<file path="src/verilog/sram_pkg.sv">
// Purpose: shared constants and carriers for the single-bit static memory host controller
// Assumes: 200 MHz clock, fastest speed grade of the memory
// Notes:   times in picoseconds, counts derived from the clock period
package sram_pkg;
	localparam int ADDR_W       = 16;
	localparam int DEPTH        = 65536;
	localparam int CLK_PERIOD_PS = 5000;
	// Memory timing, fastest grade
	localparam int ADDR_ACCESS_TIME_PS       = 15000;
	localparam int SELECT_ACCESS_TIME_PS     = 15000;
	localparam int OUT_HOLD_AFTER_ADDR_PS    = 3000;
	localparam int DESELECT_TO_POWERDOWN_PS  = 15000;
	localparam int ADDR_SETUP_TO_WRITE_END_PS = 12000;
	localparam int WRITE_PULSE_PS            = 12000;
	localparam int DATA_SETUP_PS             = 10000;
	localparam int CYCLE_TIME_PS             = 15000;
	// Least times round up
	localparam int ACCESS_CYC = (((ADDR_ACCESS_TIME_PS > SELECT_ACCESS_TIME_PS) ?
		ADDR_ACCESS_TIME_PS : SELECT_ACCESS_TIME_PS) + CLK_PERIOD_PS - 1) / CLK_PERIOD_PS;
	localparam int WRITE_CYC_RAW = (ADDR_SETUP_TO_WRITE_END_PS + CLK_PERIOD_PS - 1)
		/ CLK_PERIOD_PS;
	localparam int WRITE_CYC = (WRITE_CYC_RAW < 1) ? 1 : WRITE_CYC_RAW;
	localparam int PD_CYC = (DESELECT_TO_POWERDOWN_PS + CLK_PERIOD_PS - 1) / CLK_PERIOD_PS;
	localparam int CNT_W = 4;
	localparam logic [CNT_W-1:0] ACCESS_CNT = CNT_W'(ACCESS_CYC);
	localparam logic [CNT_W-1:0] WRITE_CNT  = CNT_W'(WRITE_CYC);
	localparam logic [CNT_W-1:0] PD_CNT     = CNT_W'(PD_CYC);

	typedef enum logic [2:0] {
		ST_IDLE  = 3'h0,
		ST_SETUP = 3'h1,
		ST_WRITE = 3'h2,
		ST_READ  = 3'h3,
		ST_END   = 3'h4
	} sram_state_t;

	// Pins driven toward the memory
	typedef struct packed {
		logic              sel_n;
		logic              wr_n;
		logic [ADDR_W-1:0] addr_lines;
		logic              din;
	} sram_pins_t;

	// User request
	typedef struct packed {
		logic              valid;
		logic              write;
		logic [ADDR_W-1:0] addr;
		logic              wdata;
	} sram_req_t;
endpackage

</file>
<file path="src/verilog/sram_delay_cnt.sv">
// Purpose: loadable down-counter giving a one-cycle done pulse
// Assumes: load and count in the same clock domain
// Notes:   done pulses the cycle after the count reaches one, so a load of n
//          gives done n cycles after the loading edge
module sram_delay_cnt #(
	parameter int W = 4
) (
	input  wire logic         clk,
	input  wire logic         sys_rst,
	input  wire logic         load,
	input  wire logic [W-1:0] value,
	output logic              done
);
	typedef struct packed {
		logic [W-1:0] cnt;
		logic         done;
	} sram_cnt_state_t;

	sram_cnt_state_t s_q;
	sram_cnt_state_t s_d;

	always_comb begin
		s_d      = s_q;
		s_d.done = 1'b0;
		if (load) begin
			s_d.cnt = value;
		end else if (s_q.cnt != '0) begin
			s_d.cnt = s_q.cnt - W'(1);
			if (s_q.cnt == W'(1)) begin
				s_d.done = 1'b1;
			end
		end
	end

	always_ff @(posedge clk) begin
		if (sys_rst) begin
			s_q <= '0;
		end else begin
			s_q <= s_d;
		end
	end

	assign done = s_q.done;
endmodule // sram_delay_cnt

</file>
<file path="src/verilog/sram_host.sv">
// Purpose: host controller driving a 64K x 1 asynchronous static memory
// Assumes: memory data output sampled synchronously; one access at a time
// Notes:   select controlled write, write strobe falls with select and both rise together
module sram_host #(
	parameter int ADDR_W = sram_pkg::ADDR_W
) (
	input  wire logic                clk,
	input  wire logic                sys_rst,
	input  wire sram_pkg::sram_req_t req,
	output logic                     req_ready,
	output logic                     rd_valid,
	output logic                     rd_data,
	output logic                     powered_down,
	output sram_pkg::sram_pins_t     pins,
	input  wire logic                mem_dout
);
	typedef struct packed {
		sram_pkg::sram_state_t st;
		sram_pkg::sram_pins_t  pins;
		logic                  wr_pend;
		logic                  ready;
		logic                  rd_valid;
		logic                  rd_data;
		logic                  pd;
		logic                  pd_wait;
	} sram_host_state_t;

	sram_host_state_t s_q;
	sram_host_state_t s_d;
	logic             cnt_load;
	logic [sram_pkg::CNT_W-1:0] cnt_val;
	logic             cnt_done;

	if (ADDR_W != sram_pkg::ADDR_W) begin : g_chk
		$error("sram_host: address width must be sixteen");
	end

	if ((1 << ADDR_W) != sram_pkg::DEPTH) begin : g_chk_depth
		$error("sram_host: depth must match the address width");
	end

	// Every count must fit the shared down-counter
	if (sram_pkg::ACCESS_CYC > (1 << sram_pkg::CNT_W) - 1) begin : g_chk_access_w
		$error("sram_host: access count too wide for the counter");
	end

	if (sram_pkg::WRITE_CYC > (1 << sram_pkg::CNT_W) - 1) begin : g_chk_write_w
		$error("sram_host: write count too wide for the counter");
	end

	if (sram_pkg::PD_CYC > (1 << sram_pkg::CNT_W) - 1) begin : g_chk_pd_w
		$error("sram_host: power-down count too wide for the counter");
	end

	// Counted cycles must cover the memory's least times
	if (sram_pkg::WRITE_CYC * sram_pkg::CLK_PERIOD_PS < sram_pkg::WRITE_PULSE_PS) begin : g_chk_pulse
		$error("sram_host: write pulse shorter than the memory needs");
	end

	if ((sram_pkg::ACCESS_CYC + 1) * sram_pkg::CLK_PERIOD_PS < sram_pkg::CYCLE_TIME_PS) begin : g_chk_cyc
		$error("sram_host: select window shorter than a memory cycle");
	end

	if ((sram_pkg::WRITE_CYC + 2) * sram_pkg::CLK_PERIOD_PS < sram_pkg::DATA_SETUP_PS) begin : g_chk_ds
		$error("sram_host: data setup to write end too short");
	end

	sram_delay_cnt #(
		.W (sram_pkg::CNT_W)
	) u_cnt (
		.clk     (clk),
		.sys_rst (sys_rst),
		.load    (cnt_load),
		.value   (cnt_val),
		.done    (cnt_done)
	);

	always_comb begin
		s_d         = s_q;
		cnt_load    = 1'b0;
		cnt_val     = sram_pkg::ACCESS_CNT;
		s_d.rd_valid = 1'b0;
		// Deselected power-down tracking
		if (s_q.pd_wait && cnt_done) begin
			s_d.pd      = 1'b1;
			s_d.pd_wait = 1'b0;
		end
		unique case (s_q.st)
			sram_pkg::ST_IDLE: begin
				if (req.valid && s_q.ready) begin
					// Address and data go out one cycle before select falls
					s_d.pins.addr_lines = req.addr;
					s_d.pins.din        = req.wdata;
					s_d.wr_pend         = req.write;
					s_d.ready           = 1'b0;
					s_d.st              = sram_pkg::ST_SETUP;
				end
			end
			sram_pkg::ST_SETUP: begin
				s_d.pins.sel_n = 1'b0;
				s_d.pd         = 1'b0;
				s_d.pd_wait    = 1'b0;
				cnt_load       = 1'b1;
				if (s_q.wr_pend) begin
					s_d.pins.wr_n = 1'b0;
					cnt_val       = sram_pkg::WRITE_CNT;
					s_d.st        = sram_pkg::ST_WRITE;
				end else begin
					s_d.pins.wr_n = 1'b1;
					cnt_val       = sram_pkg::ACCESS_CNT;
					s_d.st        = sram_pkg::ST_READ;
				end
			end
			sram_pkg::ST_WRITE: begin
				if (cnt_done) begin
					// Both rise together; address and data still held
					s_d.pins.sel_n = 1'b1;
					s_d.pins.wr_n  = 1'b1;
					s_d.st         = sram_pkg::ST_END;
				end
			end
			sram_pkg::ST_READ: begin
				if (cnt_done) begin
					s_d.rd_data    = mem_dout;
					s_d.rd_valid   = 1'b1;
					s_d.pins.sel_n = 1'b1;
					s_d.st         = sram_pkg::ST_END;
				end
			end
			sram_pkg::ST_END: begin
				// Address held one more cycle after deselect
				cnt_load    = 1'b1;
				cnt_val     = sram_pkg::PD_CNT;
				s_d.pd_wait = 1'b1;
				s_d.ready   = 1'b1;
				s_d.st      = sram_pkg::ST_IDLE;
			end
			default: begin
				s_d.st = sram_pkg::ST_IDLE;
			end
		endcase
	end

	always_ff @(posedge clk) begin
		if (sys_rst) begin
			s_q               <= '0;
			s_q.st            <= sram_pkg::ST_IDLE;
			s_q.pins.sel_n    <= 1'b1;
			s_q.pins.wr_n     <= 1'b1;
			s_q.ready         <= 1'b1;
			s_q.pd            <= 1'b1;
		end else begin
			s_q <= s_d;
		end
	end

	assign req_ready    = s_q.ready;
	assign rd_valid     = s_q.rd_valid;
	assign rd_data      = s_q.rd_data;
	assign powered_down = s_q.pd;
	assign pins         = s_q.pins;
endmodule // sram_host

</file>
<file path="config.mk">
export PLATFORM = sky130hd
export DESIGN_NAME = sram_host
export DESIGN_NICKNAME = d
export VERILOG_FILES = /design/src/verilog/sram_pkg.sv /design/src/verilog/sram_delay_cnt.sv /design/src/verilog/sram_host.sv
export SDC_FILE = /design/constraint.sdc
export NUM_CORES = 1
export LEC_CHECK = 0
export BUFFER_PORTS_ARGS = -buffer_cell sky130_fd_sc_hd__buf_2
export CAP_MARGIN = 20
export CORE_AREA = 3 3 75 77
export DETAILED_ROUTE_END_ITERATION = 16
export DIE_AREA = 0 0 78 80
export PLACE_DENSITY = 0.61
export SETUP_SLACK_MARGIN = 0.02
export SYNTH_ARGS = -nofsm -noshare
export SYNTH_HDL_FRONTEND = slang
export SYNTH_SLANG_ARGS = --single-unit
export TNS_END_PERCENT = 100
</file>
<file path="constraint.sdc">
create_clock -name clk -period 2.7 [get_ports clk]
set_input_delay 0.81 -clock clk [delete_from_list [all_inputs] [get_ports clk]]
set_output_delay 0.81 -clock clk [all_outputs]
set_load 0.03 [all_outputs]
</file>
-- Yosys cells after proc, flatten, opt, wreduce, memory -nomap -nowiden
Index checks and enable logic that the tools add are counted.
- register bits: 33
- logic and storage cells: 63
- output and inout port bits: 23
- reductions and logical operators: 20
- muxes and demuxes: 18
- add/subtract/negate cells: 1
- bitwise gates (word level): 2
- eq/ne operators: 8
- operator list (kind ; number):
    one-hot mux 3 bit (4 select lines) ; 1
    AND reduction 2 bit ; 4
    nonzero test 2 bit ; 4
    equality test 3 x 2 -> 1 bit (second input constant) ; 2
    2-to-1 mux 1 bit ; 6
    2-to-1 mux 2 bit ; 3
    2-to-1 mux 3 bit ; 2
    one-hot mux 1 bit (2 select lines) ; 3
    AND reduction 3 bit ; 2
    nonzero test 3 bit ; 2
    OR reduction 2 bit ; 3
    2-to-1 mux 5 bit ; 1
    equality test 4 x 1 -> 1 bit (second input constant) ; 1
    2-to-1 mux 4 bit ; 1
    != test 2 x 1 -> 1 bit (second input constant) ; 2
    nonzero test 4 bit ; 1
    subtractor 4 x 1 -> 4 bit (second input constant) ; 1
    equality test 3 x 1 -> 1 bit (second input constant) ; 1
    equality test 3 bit (second input constant) ; 1
    logical NOT 3 bit ; 1
    one-hot mux 1 bit (3 select lines) ; 1
    OR reduction 3 bit ; 1
    logical AND 1 bit ; 2
    != test 2 bit (second input constant) ; 1
    NOT 1 bit ; 2

-- Depth between registers and ports, before layout
Gate-level depths: netlist of the first run.
- word-level depth: 4
- depth in mapped cells: 6

-- Cells and area by module
Synthesis of the first run repeated with hierarchy kept, for this count alone.
- cells, all modules: 170
- area total of the unflattened synthesis: 1531.5 µm²
- by module, submodules not included (module ; cells an instance ; area each (µm²) ; instances):
    sram_host ; 147 ; 1303.8 ; 1
    sram_delay_cnt ; 23 ; 227.7 ; 1

-- Worst setup path after synthesis of the first run
Ideal clock, no wire load.
- path type: input port to flip-flop
- start point: input sys_rst
- end point: register, netlist name pins[0]
- stages: 5
- buffers on the path: 2
- slack: 1.118 ns
- data arrival time: 1.510 ns
- cell sequence: buf_2 -> inv_1 -> clkbuf_1 -> nand2_1 -> mux2i_1
- RTL lines (item ; line ; RTL):
    start: declaration ; sram_host.sv:8 ; input wire logic sys_rst,

-- Worst setup path after layout of the first run
- start point: register, netlist name pins[18]
- end point: output pins[18] (netlist bit)
- RTL lines (item ; line ; RTL):
    end: declaration ; sram_host.sv:14 ; output sram_pkg::sram_pins_t pins,
No word-level cell between the ends.

==> results of run 1 <==
==> final timing paths <==
path / end / cells after the start / slack, ns / start
setup reg to reg: pins[9] / 3 / 1.24 / s_q[26]
hold reg to reg: pins[8] / 2 / 0.45 / pins[8]
setup / recovery: pins[18] / 1 / 1.05 / pins[18]
hold / removal: pins[8] / 2 / 0.45 / pins[8]
==> cells in the final DEF, fill, tap and decap left out, drive strengths merged, types with 3 or more instances in the layout <==
master	count
mux2i	19
nand2	39
inv	3
dfxtp	33
o21ai	7
a21oi	5
nor2	5
clkbuf	7
buf	45
nor2b	3
==> through the flow <==
stage,area [um^2],worst slack (ns),hold slack [ns],instances,util (%)
floorplan,1480,1.12,0.435,163,-
global placement,1580,0.801,0.441,250,31.2
detailed placement,1580,0.742,0.446,250,31.2
CTS,1690,1.03,0.456,258,33.2
global route,1690,0.929,0.468,258,33.2
finish,1690,1.05,0.453,258,33.2
==> layer usage <==
metal  GRT usage, %  vias to the layer above
met2           14.7                       33
met1           10.4                      490
met3           4.18                        5
met4           4.20                        0
li1               -                      565
met5              0                        -
==> report_power, final <==
group | internal (W) | leakage (nW) | total (W) | switching (W)
sequential | 0.000529 | 0.270 | 0.000560 | 0.0000313
clock | 0.000230 | 0.0542 | 0.000408 | 0.000178
combinational | 0.0000853 | 0.433 | 0.000225 | 0.000139
==> cell families (layout without fill, tap and decap cells) <==
kind of cell / after synthesis / after routing / synth area share, %
mux: 19 / 19 / 12.8
simple gates: 59 / 59 / 18.5
flops: 33 / 33 / 44.6
buf+inv: 31 / 56 / 15.1
xor+xnor: 1 / 1 / 0.591
compound gates: 20 / 20 / 8.36
==> cell type report <==
cell class / count / area share, %
clock inverters: 1 / 0.297
multi-input cells: 99 / 35.4
repair buffers: 45 / 13.5
flip-flops and latches: 33 / 39.2
clock buffers: 7 / 5.72
well taps: 70 / 5.20
inverters: 3 / 0.668
==> state kept, by name (all words and copies together), names as in the netlist <==
signal        cells
pins             19
req_ready         1
rd_data           1
u_cnt.done        1
u_cnt.s_q         4
powered_down      1
rd_valid          1
s_q               5
==> impl_metrics.csv, run 1 <==
group,metric,value,unit
power_and_ir_drop,p_leak,0.758,nW
drt,route.met3.wl,185,um
synth,synth_common_cells,"39 x nand2_1, 33 x dfxtp_1, 19 x buf_4, 19 x mux2i_1, 7 x o21ai_0",
drt,postRouteAntennaNets,0,
clock_tree,post_cts_resized,0,
drt,top_layer_used,"met4",
drt,drtIter0Drc,46,
final_layout,n_antenna_cell,0,
place,hpwlAfterDp,1880,um
worst_setup_path,cp-end-kind,"output pin",
worst_setup_path,required,1.89,ns
power_and_ir_drop,fin_total_pwr,0.00119,W
synth,syn-num-nets,185,
die,core_area,5070,um^2
outcome,status,"complete, no violations",
synth,synth_area_leaders,"dfxtp_1 45%, mux2i_1 13%, nand2_1 9.9%, buf_4 9.6%, buf_12 2.7%",
synth,synth_cell_types,29,
worst_setup_path,crit_type,"reg2out",
die,die_w,78,um
global_routing,antenna_found_initial,0,
clock_tree,ctsHoldBuffers,0,
worst_setup_path,cp_num_buf_inv,1,
sta,setup_viol,0,
sta,max_freq,0.605,GHz
final_layout,drive_above_1_share,30.9,%
sta,max_slew.worst_pin.slew,0.417,ns
synth,yosysWarnings,0,
final_layout,regArea,661,um^2
final_layout,multi_input_area,597,um^2
synth,synth_top_area_share,44.6,%
global_routing,grt_pass1_vias,1032,
clock_tree,cts-htree-levels,2,
flow_run,maxCapViolCount,0,
sta,hold_viol,0,
drt,dr.pass1.iters,4,
die,boundaryPins,45,
worst_setup_path,crit_family,"flip-flops",
clock_tree,postCtsSetupRepairBufs,0,
global_routing,grt_remaining_overflow,0,
synth,synth_edf_count,0,
drt,wl_per_cell,10.2,um
synth,synth-seq-cells,33,
min_path,hp-class,"reg2reg",
synth,seq_area_frac_synth,44.6,%
power_and_ir_drop,vdd_drop_max,181,uV
worst_setup_path,cpPeakStageDelay,0.35,ns
die,dieArea,6240,um^2
global_routing,grt_use_total,9.18,%
synth,netlist_instances,163,
die,rows,26,
die,fp.dieH,80,um
place,port_buffers,44,
synth,ys.flop_type,"dfxtp_1",
worst_setup_path,cp_max_fo,3,
clock_tree,cts.clk_slew.worst_paths,0.07,ns
clock_tree,cts_tree,"built",
worst_setup_path,critPathSlowestCell,"dfxtp_1",
sta,min_period,1.65,ns
final_layout,final_nets,209,
drt,vias_per_cell,4.24,
clock_tree,ctsLongestPathBuffers,2,
drt,wl,2640,um
place,gp_congestion,0.721,
clock_tree,cts.sinks,33,
synth,syn_area,1480,um^2
clock_tree,clkLatencyLatePin,0.28,ns
worst_setup_path,start_kind,"flop",
synth,synth_top_area_cell,"dfxtp_1",
drt,wl_met1,1210,um
sta,slew_violations,0,
sta,skew,0.00719,ns
synth,synthArstFlopShare,0,%
worst_setup_path,crit_chain,"buf_2",
sta,slew_headroom,72.1,%
sta,fin_crit_sh,61.2,%
final_layout,area_growth,13.8,%
sta,rsz0062_at_grt,"no",
synth,avgSynthCellArea,9.09,um^2
power_and_ir_drop,power_density,708,nW/um^2
global_routing,grt_max_degree,30,
drt,vias,1093,
final_layout,fill_cells,566,
worst_setup_path,worst-endpoint-arrival,0.84,ns
drt,dr_wl_met2,1210,um
sta,tns,0,ns
global_routing,grt_pass1_wl,4500,um
clock_tree,cts_buffers,5,
synth,synth.most_common_cell,"nand2_1",
clock_tree,cts-root-buf,"clkbuf_8",
drt,drc,0,
die,initial_core_util,29.2,%
Power figures use the tool's default switching activity.
==> run 2, diff against run 1 <==
--- a/config.mk
+++ b/config.mk
@@ -10,7 +10,7 @@
 export CORE_AREA = 3 3 75 77
 export DETAILED_ROUTE_END_ITERATION = 16
 export DIE_AREA = 0 0 78 80
-export PLACE_DENSITY = 0.61
+export PLACE_DENSITY = 0.63
 export SETUP_SLACK_MARGIN = 0.02
 export SYNTH_ARGS = -nofsm -noshare
 export SYNTH_HDL_FRONTEND = slang
==> constraint.sdc (replaced) <==
create_clock -name clk -period 1.34 [get_ports clk]
set_input_delay 0.402 -clock clk [delete_from_list [all_inputs] [get_ports clk]]
set_output_delay 0.402 -clock clk [all_outputs]
set_load 0.03 [all_outputs]
==> run 2 against run 1 <==
Against the previous run: die area stayed put; final cell count is 2.7% higher; count of clock-buffer cells in the layout is 1 higher; routed wire length is 1.2% higher; global-route usage hardly changed; non-clock buffer count is 7 higher; clock skew is 0.00061 ns higher; flip-flop and latch count stayed put; largest power group unchanged; highest routed layer unchanged.
==> impl_metrics.csv, run 2 (same netlist as run 1, synthesis figures left out) <==
group,metric,value,unit
final_layout,n_antenna_cell,0,
sta,min_period,1.25,ns
die,dieArea,6240,um^2
die,core_area,5070,um^2
power_and_ir_drop,power_density,1340,nW/um^2
worst_setup_path,critPathSlowestCell,"dfxtp_1",
worst_setup_path,crit_family,"flip-flops",
sta,rsz0062_at_grt,"no",
flow_run,maxCapViolCount,0,
global_routing,antenna_found_initial,0,
final_layout,final_cell_mix,"44 x buf_2, 39 x nand2_1, 33 x dfxtp_1",
sta,tns,0,ns
min_path,hp-class,"in2reg",
final_layout,layout_commonest_cell,"buf_2",
clock_tree,cts_tree,"built",
sta,fin_crit_sh,93.1,%
drt,drtIter0Drc,53,
drt,postRouteAntennaNets,0,
power_and_ir_drop,p_leak,0.794,nW
power_and_ir_drop,p_clk_share,29.9,%
place,hpwlAfterDp,1940,um
clock_tree,ctsHoldBuffers,0,
place,place_ws,0.0279,ns
power_and_ir_drop,switchingPower,0.000698,W
worst_setup_path,crit_chain,"buf_2",
die,fp.dieH,80,um
worst_setup_path,r2r_cells,4,
final_layout,top_register,"pins",
final_layout,area_growth,19.3,%
worst_setup_path,cp_max_fo,3,
final_layout,drive_above_1_share,31.8,%
power_and_ir_drop,switching_share,29.5,%
die,initial_core_util,29.2,%
clock_tree,clkLatencyLatePin,0.28,ns
sta,setup_ws,0.0928,ns
place,port_buffers,44,
worst_setup_path,cp-end-kind,"output pin",
drt,drc,0,
power_and_ir_drop,p_int,0.00167,W
power_and_ir_drop,vdd_drop_max,359,uV
drt,wl_per_cell,10.1,um
sta,skew,0.00780,ns
die,boundaryPins,45,
worst_setup_path,crit_type,"reg2out",
place,gp_congestion,0.752,
power_and_ir_drop,p_seq_share,47.3,%
clock_tree,cts_buffers,5,
sta,slew_headroom,84.9,%
worst_setup_path,reg2reg_slack,0.14,ns
global_routing,grt_use_total,9.18,%
worst_setup_path,regToRegStartpoint,"s_q[27]",
worst_setup_path,startpoint,"req_ready",
clock_tree,postCtsSetupRepairBufs,0,
worst_setup_path,cp-endpoint,"req_ready",
worst_setup_path,required,0.94,ns
worst_setup_path,cp_num_buf_inv,1,
global_routing,grt_pass1_wl,4470,um
outcome,status,"complete, no violations",
drt,vias_per_cell,4.05,
die,die_w,78,um
final_layout,final_nets,216,
worst_setup_path,worst-endpoint-arrival,0.85,ns
worst_setup_path,cpPeakStageDelay,0.36,ns
worst_setup_path,start_kind,"flop",
global_routing,grt_pass1_vias,962,
clock_tree,ctsLongestPathBuffers,2,
sta,max_slew.worst_pin.slew,0.224,ns
global_routing,grt_max_degree,41,
worst_setup_path,path_depth,1,
final_layout,largest_registers,"pins: 19 flops, s_q: 5 flops, u_cnt.s_q: 4 flops",
clock_tree,post_cts_resized,0,
sta,slew_violations,0,
sta,setup_viol,0,
drt,vias,1074,
global_routing,grt_remaining_overflow,0,
clock_tree,cts-htree-levels,2,
clock_tree,cts-root-buf,"clkbuf_8",
die,rows,26,
power_and_ir_drop,p_comb_share,22.8,%
clock_tree,cts.clk_slew.worst_paths,0.07,ns
final_layout,largest_reg_flops,19,
sta,max_freq,0.802,GHz
drt,dr.pass1.iters,4,
sta,hold_viol,0,
worst_setup_path,reg2reg_to,"s_q[25]",
drt,wl,2670,um
clock_tree,cts.sinks,33,
-- run 2: cell count changes in the layout (fill, tap and decap cells not counted) --
| cell | delta |
|---|---|
| buf_12 | +4 |
| clkbuf_1 | +3 |
| buf_4 | +3 |
| clkbuf_8 | -2 |
| clkinv_2 | -1 |
-- run 2: power by group through the flow --
stage                     Clock [W]  Sequential [W]  Combinational (W)
after detailed placement          0         0.00114           0.000526
after CTS                  0.000747         0.00112           0.000528
after global routing       0.000806         0.00113           0.000589
after floorplan                   0         0.00115           0.000445
after global placement            0         0.00114           0.000521
final                      0.000709         0.00112           0.000540
-- run 2: final cells by class --
cell class,instances,area (um^2)
flip-flops and latches,33,661
clock buffers,8,80.1
well taps,70,87.6
repair buffers,52,330
inverters,3,11.3
fillers,561,3310
multi-input cells,99,597
-- run 2: per-stage QoR --
stage	util (%)	instance area [um^2]	std cells	hold WS (ns)	total power [W]
final	34.8	1770	265	0.352	0.00237
after CTS	34.4	1750	264	0.346	0.00240
after global routing	34.8	1770	265	0.348	0.00253
after floorplan	-	1480	163	0.435	0.00159
after global placement	32.8	1670	256	0.441	0.00166
after detailed placement	32.8	1670	256	0.446	0.00167
-- run 2: worst min-delay path by stage --
stage | from | endpoint | cells past startpoint
after global placement | pins[13] | pins[13] | 2
final | mem_dout | rd_data | 3
after floorplan | pins[0] | pins[0] | 2
after detailed placement | pins[16] | pins[16] | 2
after global routing | req[1] | pins[1] | 3
after CTS | mem_dout | rd_data | 3
-- run 2: routing by layer --
| metal | vias to the layer above | track usage [%] | share of wire, % |
|---|---|---|---|
| met2 | 31 | 13.3 | 43 |
| met5 | - | 0 | 0 |
| met3 | 5 | 4.74 | 6.8 |
| met1 | 453 | 11.4 | 49 |
| li1 | 585 | - | - |
| met4 | 0 | 3.67 | 1.2 |
-- run 2: worst reg2reg max path, cell delays in order, from the launching register on --
cell,delay (ns)
dfxtp_1,0.44
inv_1,0.10
and4_4,0.24
buf_12,0.14
o21a_1,0.17
==> run 3, diff against run 2 <==
==> constraint.sdc (replaced) <==
create_clock -name clk -period 1.34 [get_ports clk]
set_input_delay 0.268 -clock clk [delete_from_list [all_inputs] [get_ports clk]]
set_output_delay 0.268 -clock clk [all_outputs]
set_load 0.03 [all_outputs]
==> run 3 against run 2 <==
Against the previous run: register-to-register slack is essentially flat; total power fell by 1.8%; critical path depth is 2 higher; flip-flop and latch count unchanged; combinational power decreased by 8.9%; final cell count decreased by 1.5%; utilization fell by 1.2 points; routed wire length grew 3.8%; global-route usage up 0.059 points; die area stayed put; worst hold slack got worse by 0.13 ns; non-clock buffer count is 5 lower; critical path type is now reg2reg; largest power group unchanged; highest routed layer unchanged.
==> impl_metrics.csv, run 3 (same netlist as run 1, synthesis figures left out) <==
group,metric,value,unit
outcome,status,"complete, no violations",
sta,skew,0.00791,ns
min_path,hp-class,"in2reg",
clock_tree,clkLatencyLatePin,0.28,ns
clock_tree,ctsLongestPathBuffers,2,
place,hpwlAfterDp,1840,um
global_routing,grt_pass1_wl,4520,um
worst_setup_path,start_kind,"flop",
power_and_ir_drop,power_density,1360,nW/um^2
final_layout,top_register,"pins",
final_layout,area_growth,15.1,%
drt,postRouteAntennaNets,0,
sta,max_freq,0.841,GHz
worst_setup_path,crit_type,"reg2reg",
drt,wl_per_cell,10.6,um
drt,wl,2780,um
final_layout,largest_reg_flops,19,
clock_tree,postCtsSetupRepairBufs,0,
final_layout,fill_cells,566,
sta,slew_headroom,78.8,%
clock_tree,cts-root-buf,"clkbuf_8",
drt,vias_per_cell,4.23,
die,boundaryPins,45,
sta,rsz0062_at_grt,"no",
clock_tree,post_cts_resized,0,
flow_run,maxCapViolCount,0,
place,place_ws,0.0681,ns
place,gp_congestion,0.709,
clock_tree,cts.clk_slew.worst_paths,0.07,ns
worst_setup_path,cpPeakStageDelay,0.40,ns
final_layout,regArea,661,um^2
global_routing,grt_pass1_vias,989,
power_and_ir_drop,vdd_drop_max,432,uV
worst_setup_path,worst-endpoint-arrival,1.40,ns
die,dieArea,6240,um^2
worst_setup_path,cp-end-kind,"flop",
final_layout,drive_above_1_share,31.4,%
final_layout,largest_registers,"pins: 19 flops, s_q: 5 flops, u_cnt.s_q: 4 flops",
die,core_area,5070,um^2
drt,drtIter0Drc,38,
final_layout,n_antenna_cell,0,
sta,slew_violations,0,
clock_tree,ctsHoldBuffers,0,
sta,setup_ws,0.151,ns
drt,vias,1105,
worst_setup_path,required,1.55,ns
sta,max_slew.worst_pin.slew,0.318,ns
worst_setup_path,crit_chain,"inv_1, and4_4, mux2i_1",
worst_setup_path,cp_max_fo,10,
final_layout,layout_commonest_cell,"buf_2",
sta,fin_hold_ws,0.219,ns
sta,min_period,1.19,ns
clock_tree,cts_tree,"built",
worst_setup_path,cp_num_buf_inv,1,
global_routing,grt_remaining_overflow,0,
sta,hold_viol,0,
final_layout,finalInstanceArea,1710,um^2
drt,dr.pass1.iters,4,
global_routing,grt_use_total,9.24,%
sta,setup_viol,0,
final_layout,final_cell_mix,"44 x buf_2, 39 x nand2_1, 33 x dfxtp_1",
power_and_ir_drop,p_leak,0.767,nW
die,initial_core_util,29.2,%
clock_tree,cts-htree-levels,2,
drt,drc,0,
place,place_area,1610,um^2
clock_tree,cts_buffers,5,
sta,fin_crit_sh,88.7,%
worst_setup_path,crit_family,"flip-flops",
final_layout,final_nets,212,
die,die_w,78,um
place,port_buffers,44,
global_routing,antenna_found_initial,0,
clock_tree,cts.sinks,33,
final_layout,multi_input_area,608,um^2
worst_setup_path,critPathSlowestCell,"dfxtp_1",
die,rows,26,
sta,tns,0,ns
die,fp.dieH,80,um
global_routing,grt_max_degree,41,
[run 3: path summary, 6_finish.rpt]
check / from / end / slack, ns / cells past startpoint
hold / removal: mem_dout / rd_data / 0.22 / 3
setup reg to reg: s_q[27] / pins[4] / 0.15 / 3
hold reg to reg: pins[6] / pins[6] / 0.45 / 2
setup / recovery: s_q[27] / pins[4] / 0.15 / 3
[run 3: worst min-delay path, cell delays in order]
cell and delay, ns:
buf_2 0.07, mux2i_1 0.05, nor2_1 0.07
[run 3: area by class of cell]
type	instances	share of cell area, %
flip-flops and latches	33	38.7
clock buffers	6	4.26
well taps	70	5.14
multi-input cells	100	35.7
inverters	3	0.660
repair buffers	47	15.0
clock inverters	2	0.587
[run 3: per-stage QoR]
stage	power (W)	cells	utilization, %
after floorplan	0.00159	163	-
after global placement	0.00162	252	31.8
after detailed placement	0.00163	252	31.8
after CTS	0.00236	260	33.4
after global routing	0.00246	261	33.6
final	0.00233	261	33.6
[run 3: metal layers]
metal	vias up	part of all wire [%]	global-route usage [%]	wire, um
li1	577	-	-	-
met1	485	47	11.6	1320
met2	36	42	13.5	1170
met3	7	8.2	4.40	228
met4	0	2.1	3.67	57
met5	-	0	0	0
[run 3: power breakdown]
part           leakage [nW]  total [W]  internal [W]  switching, W
Clock                0.0450   0.000713      0.000360      0.000353
Sequential            0.270    0.00112       0.00107     0.0000566
Combinational         0.453   0.000492      0.000194      0.000298
Total                 0.767    0.00233       0.00162      0.000707
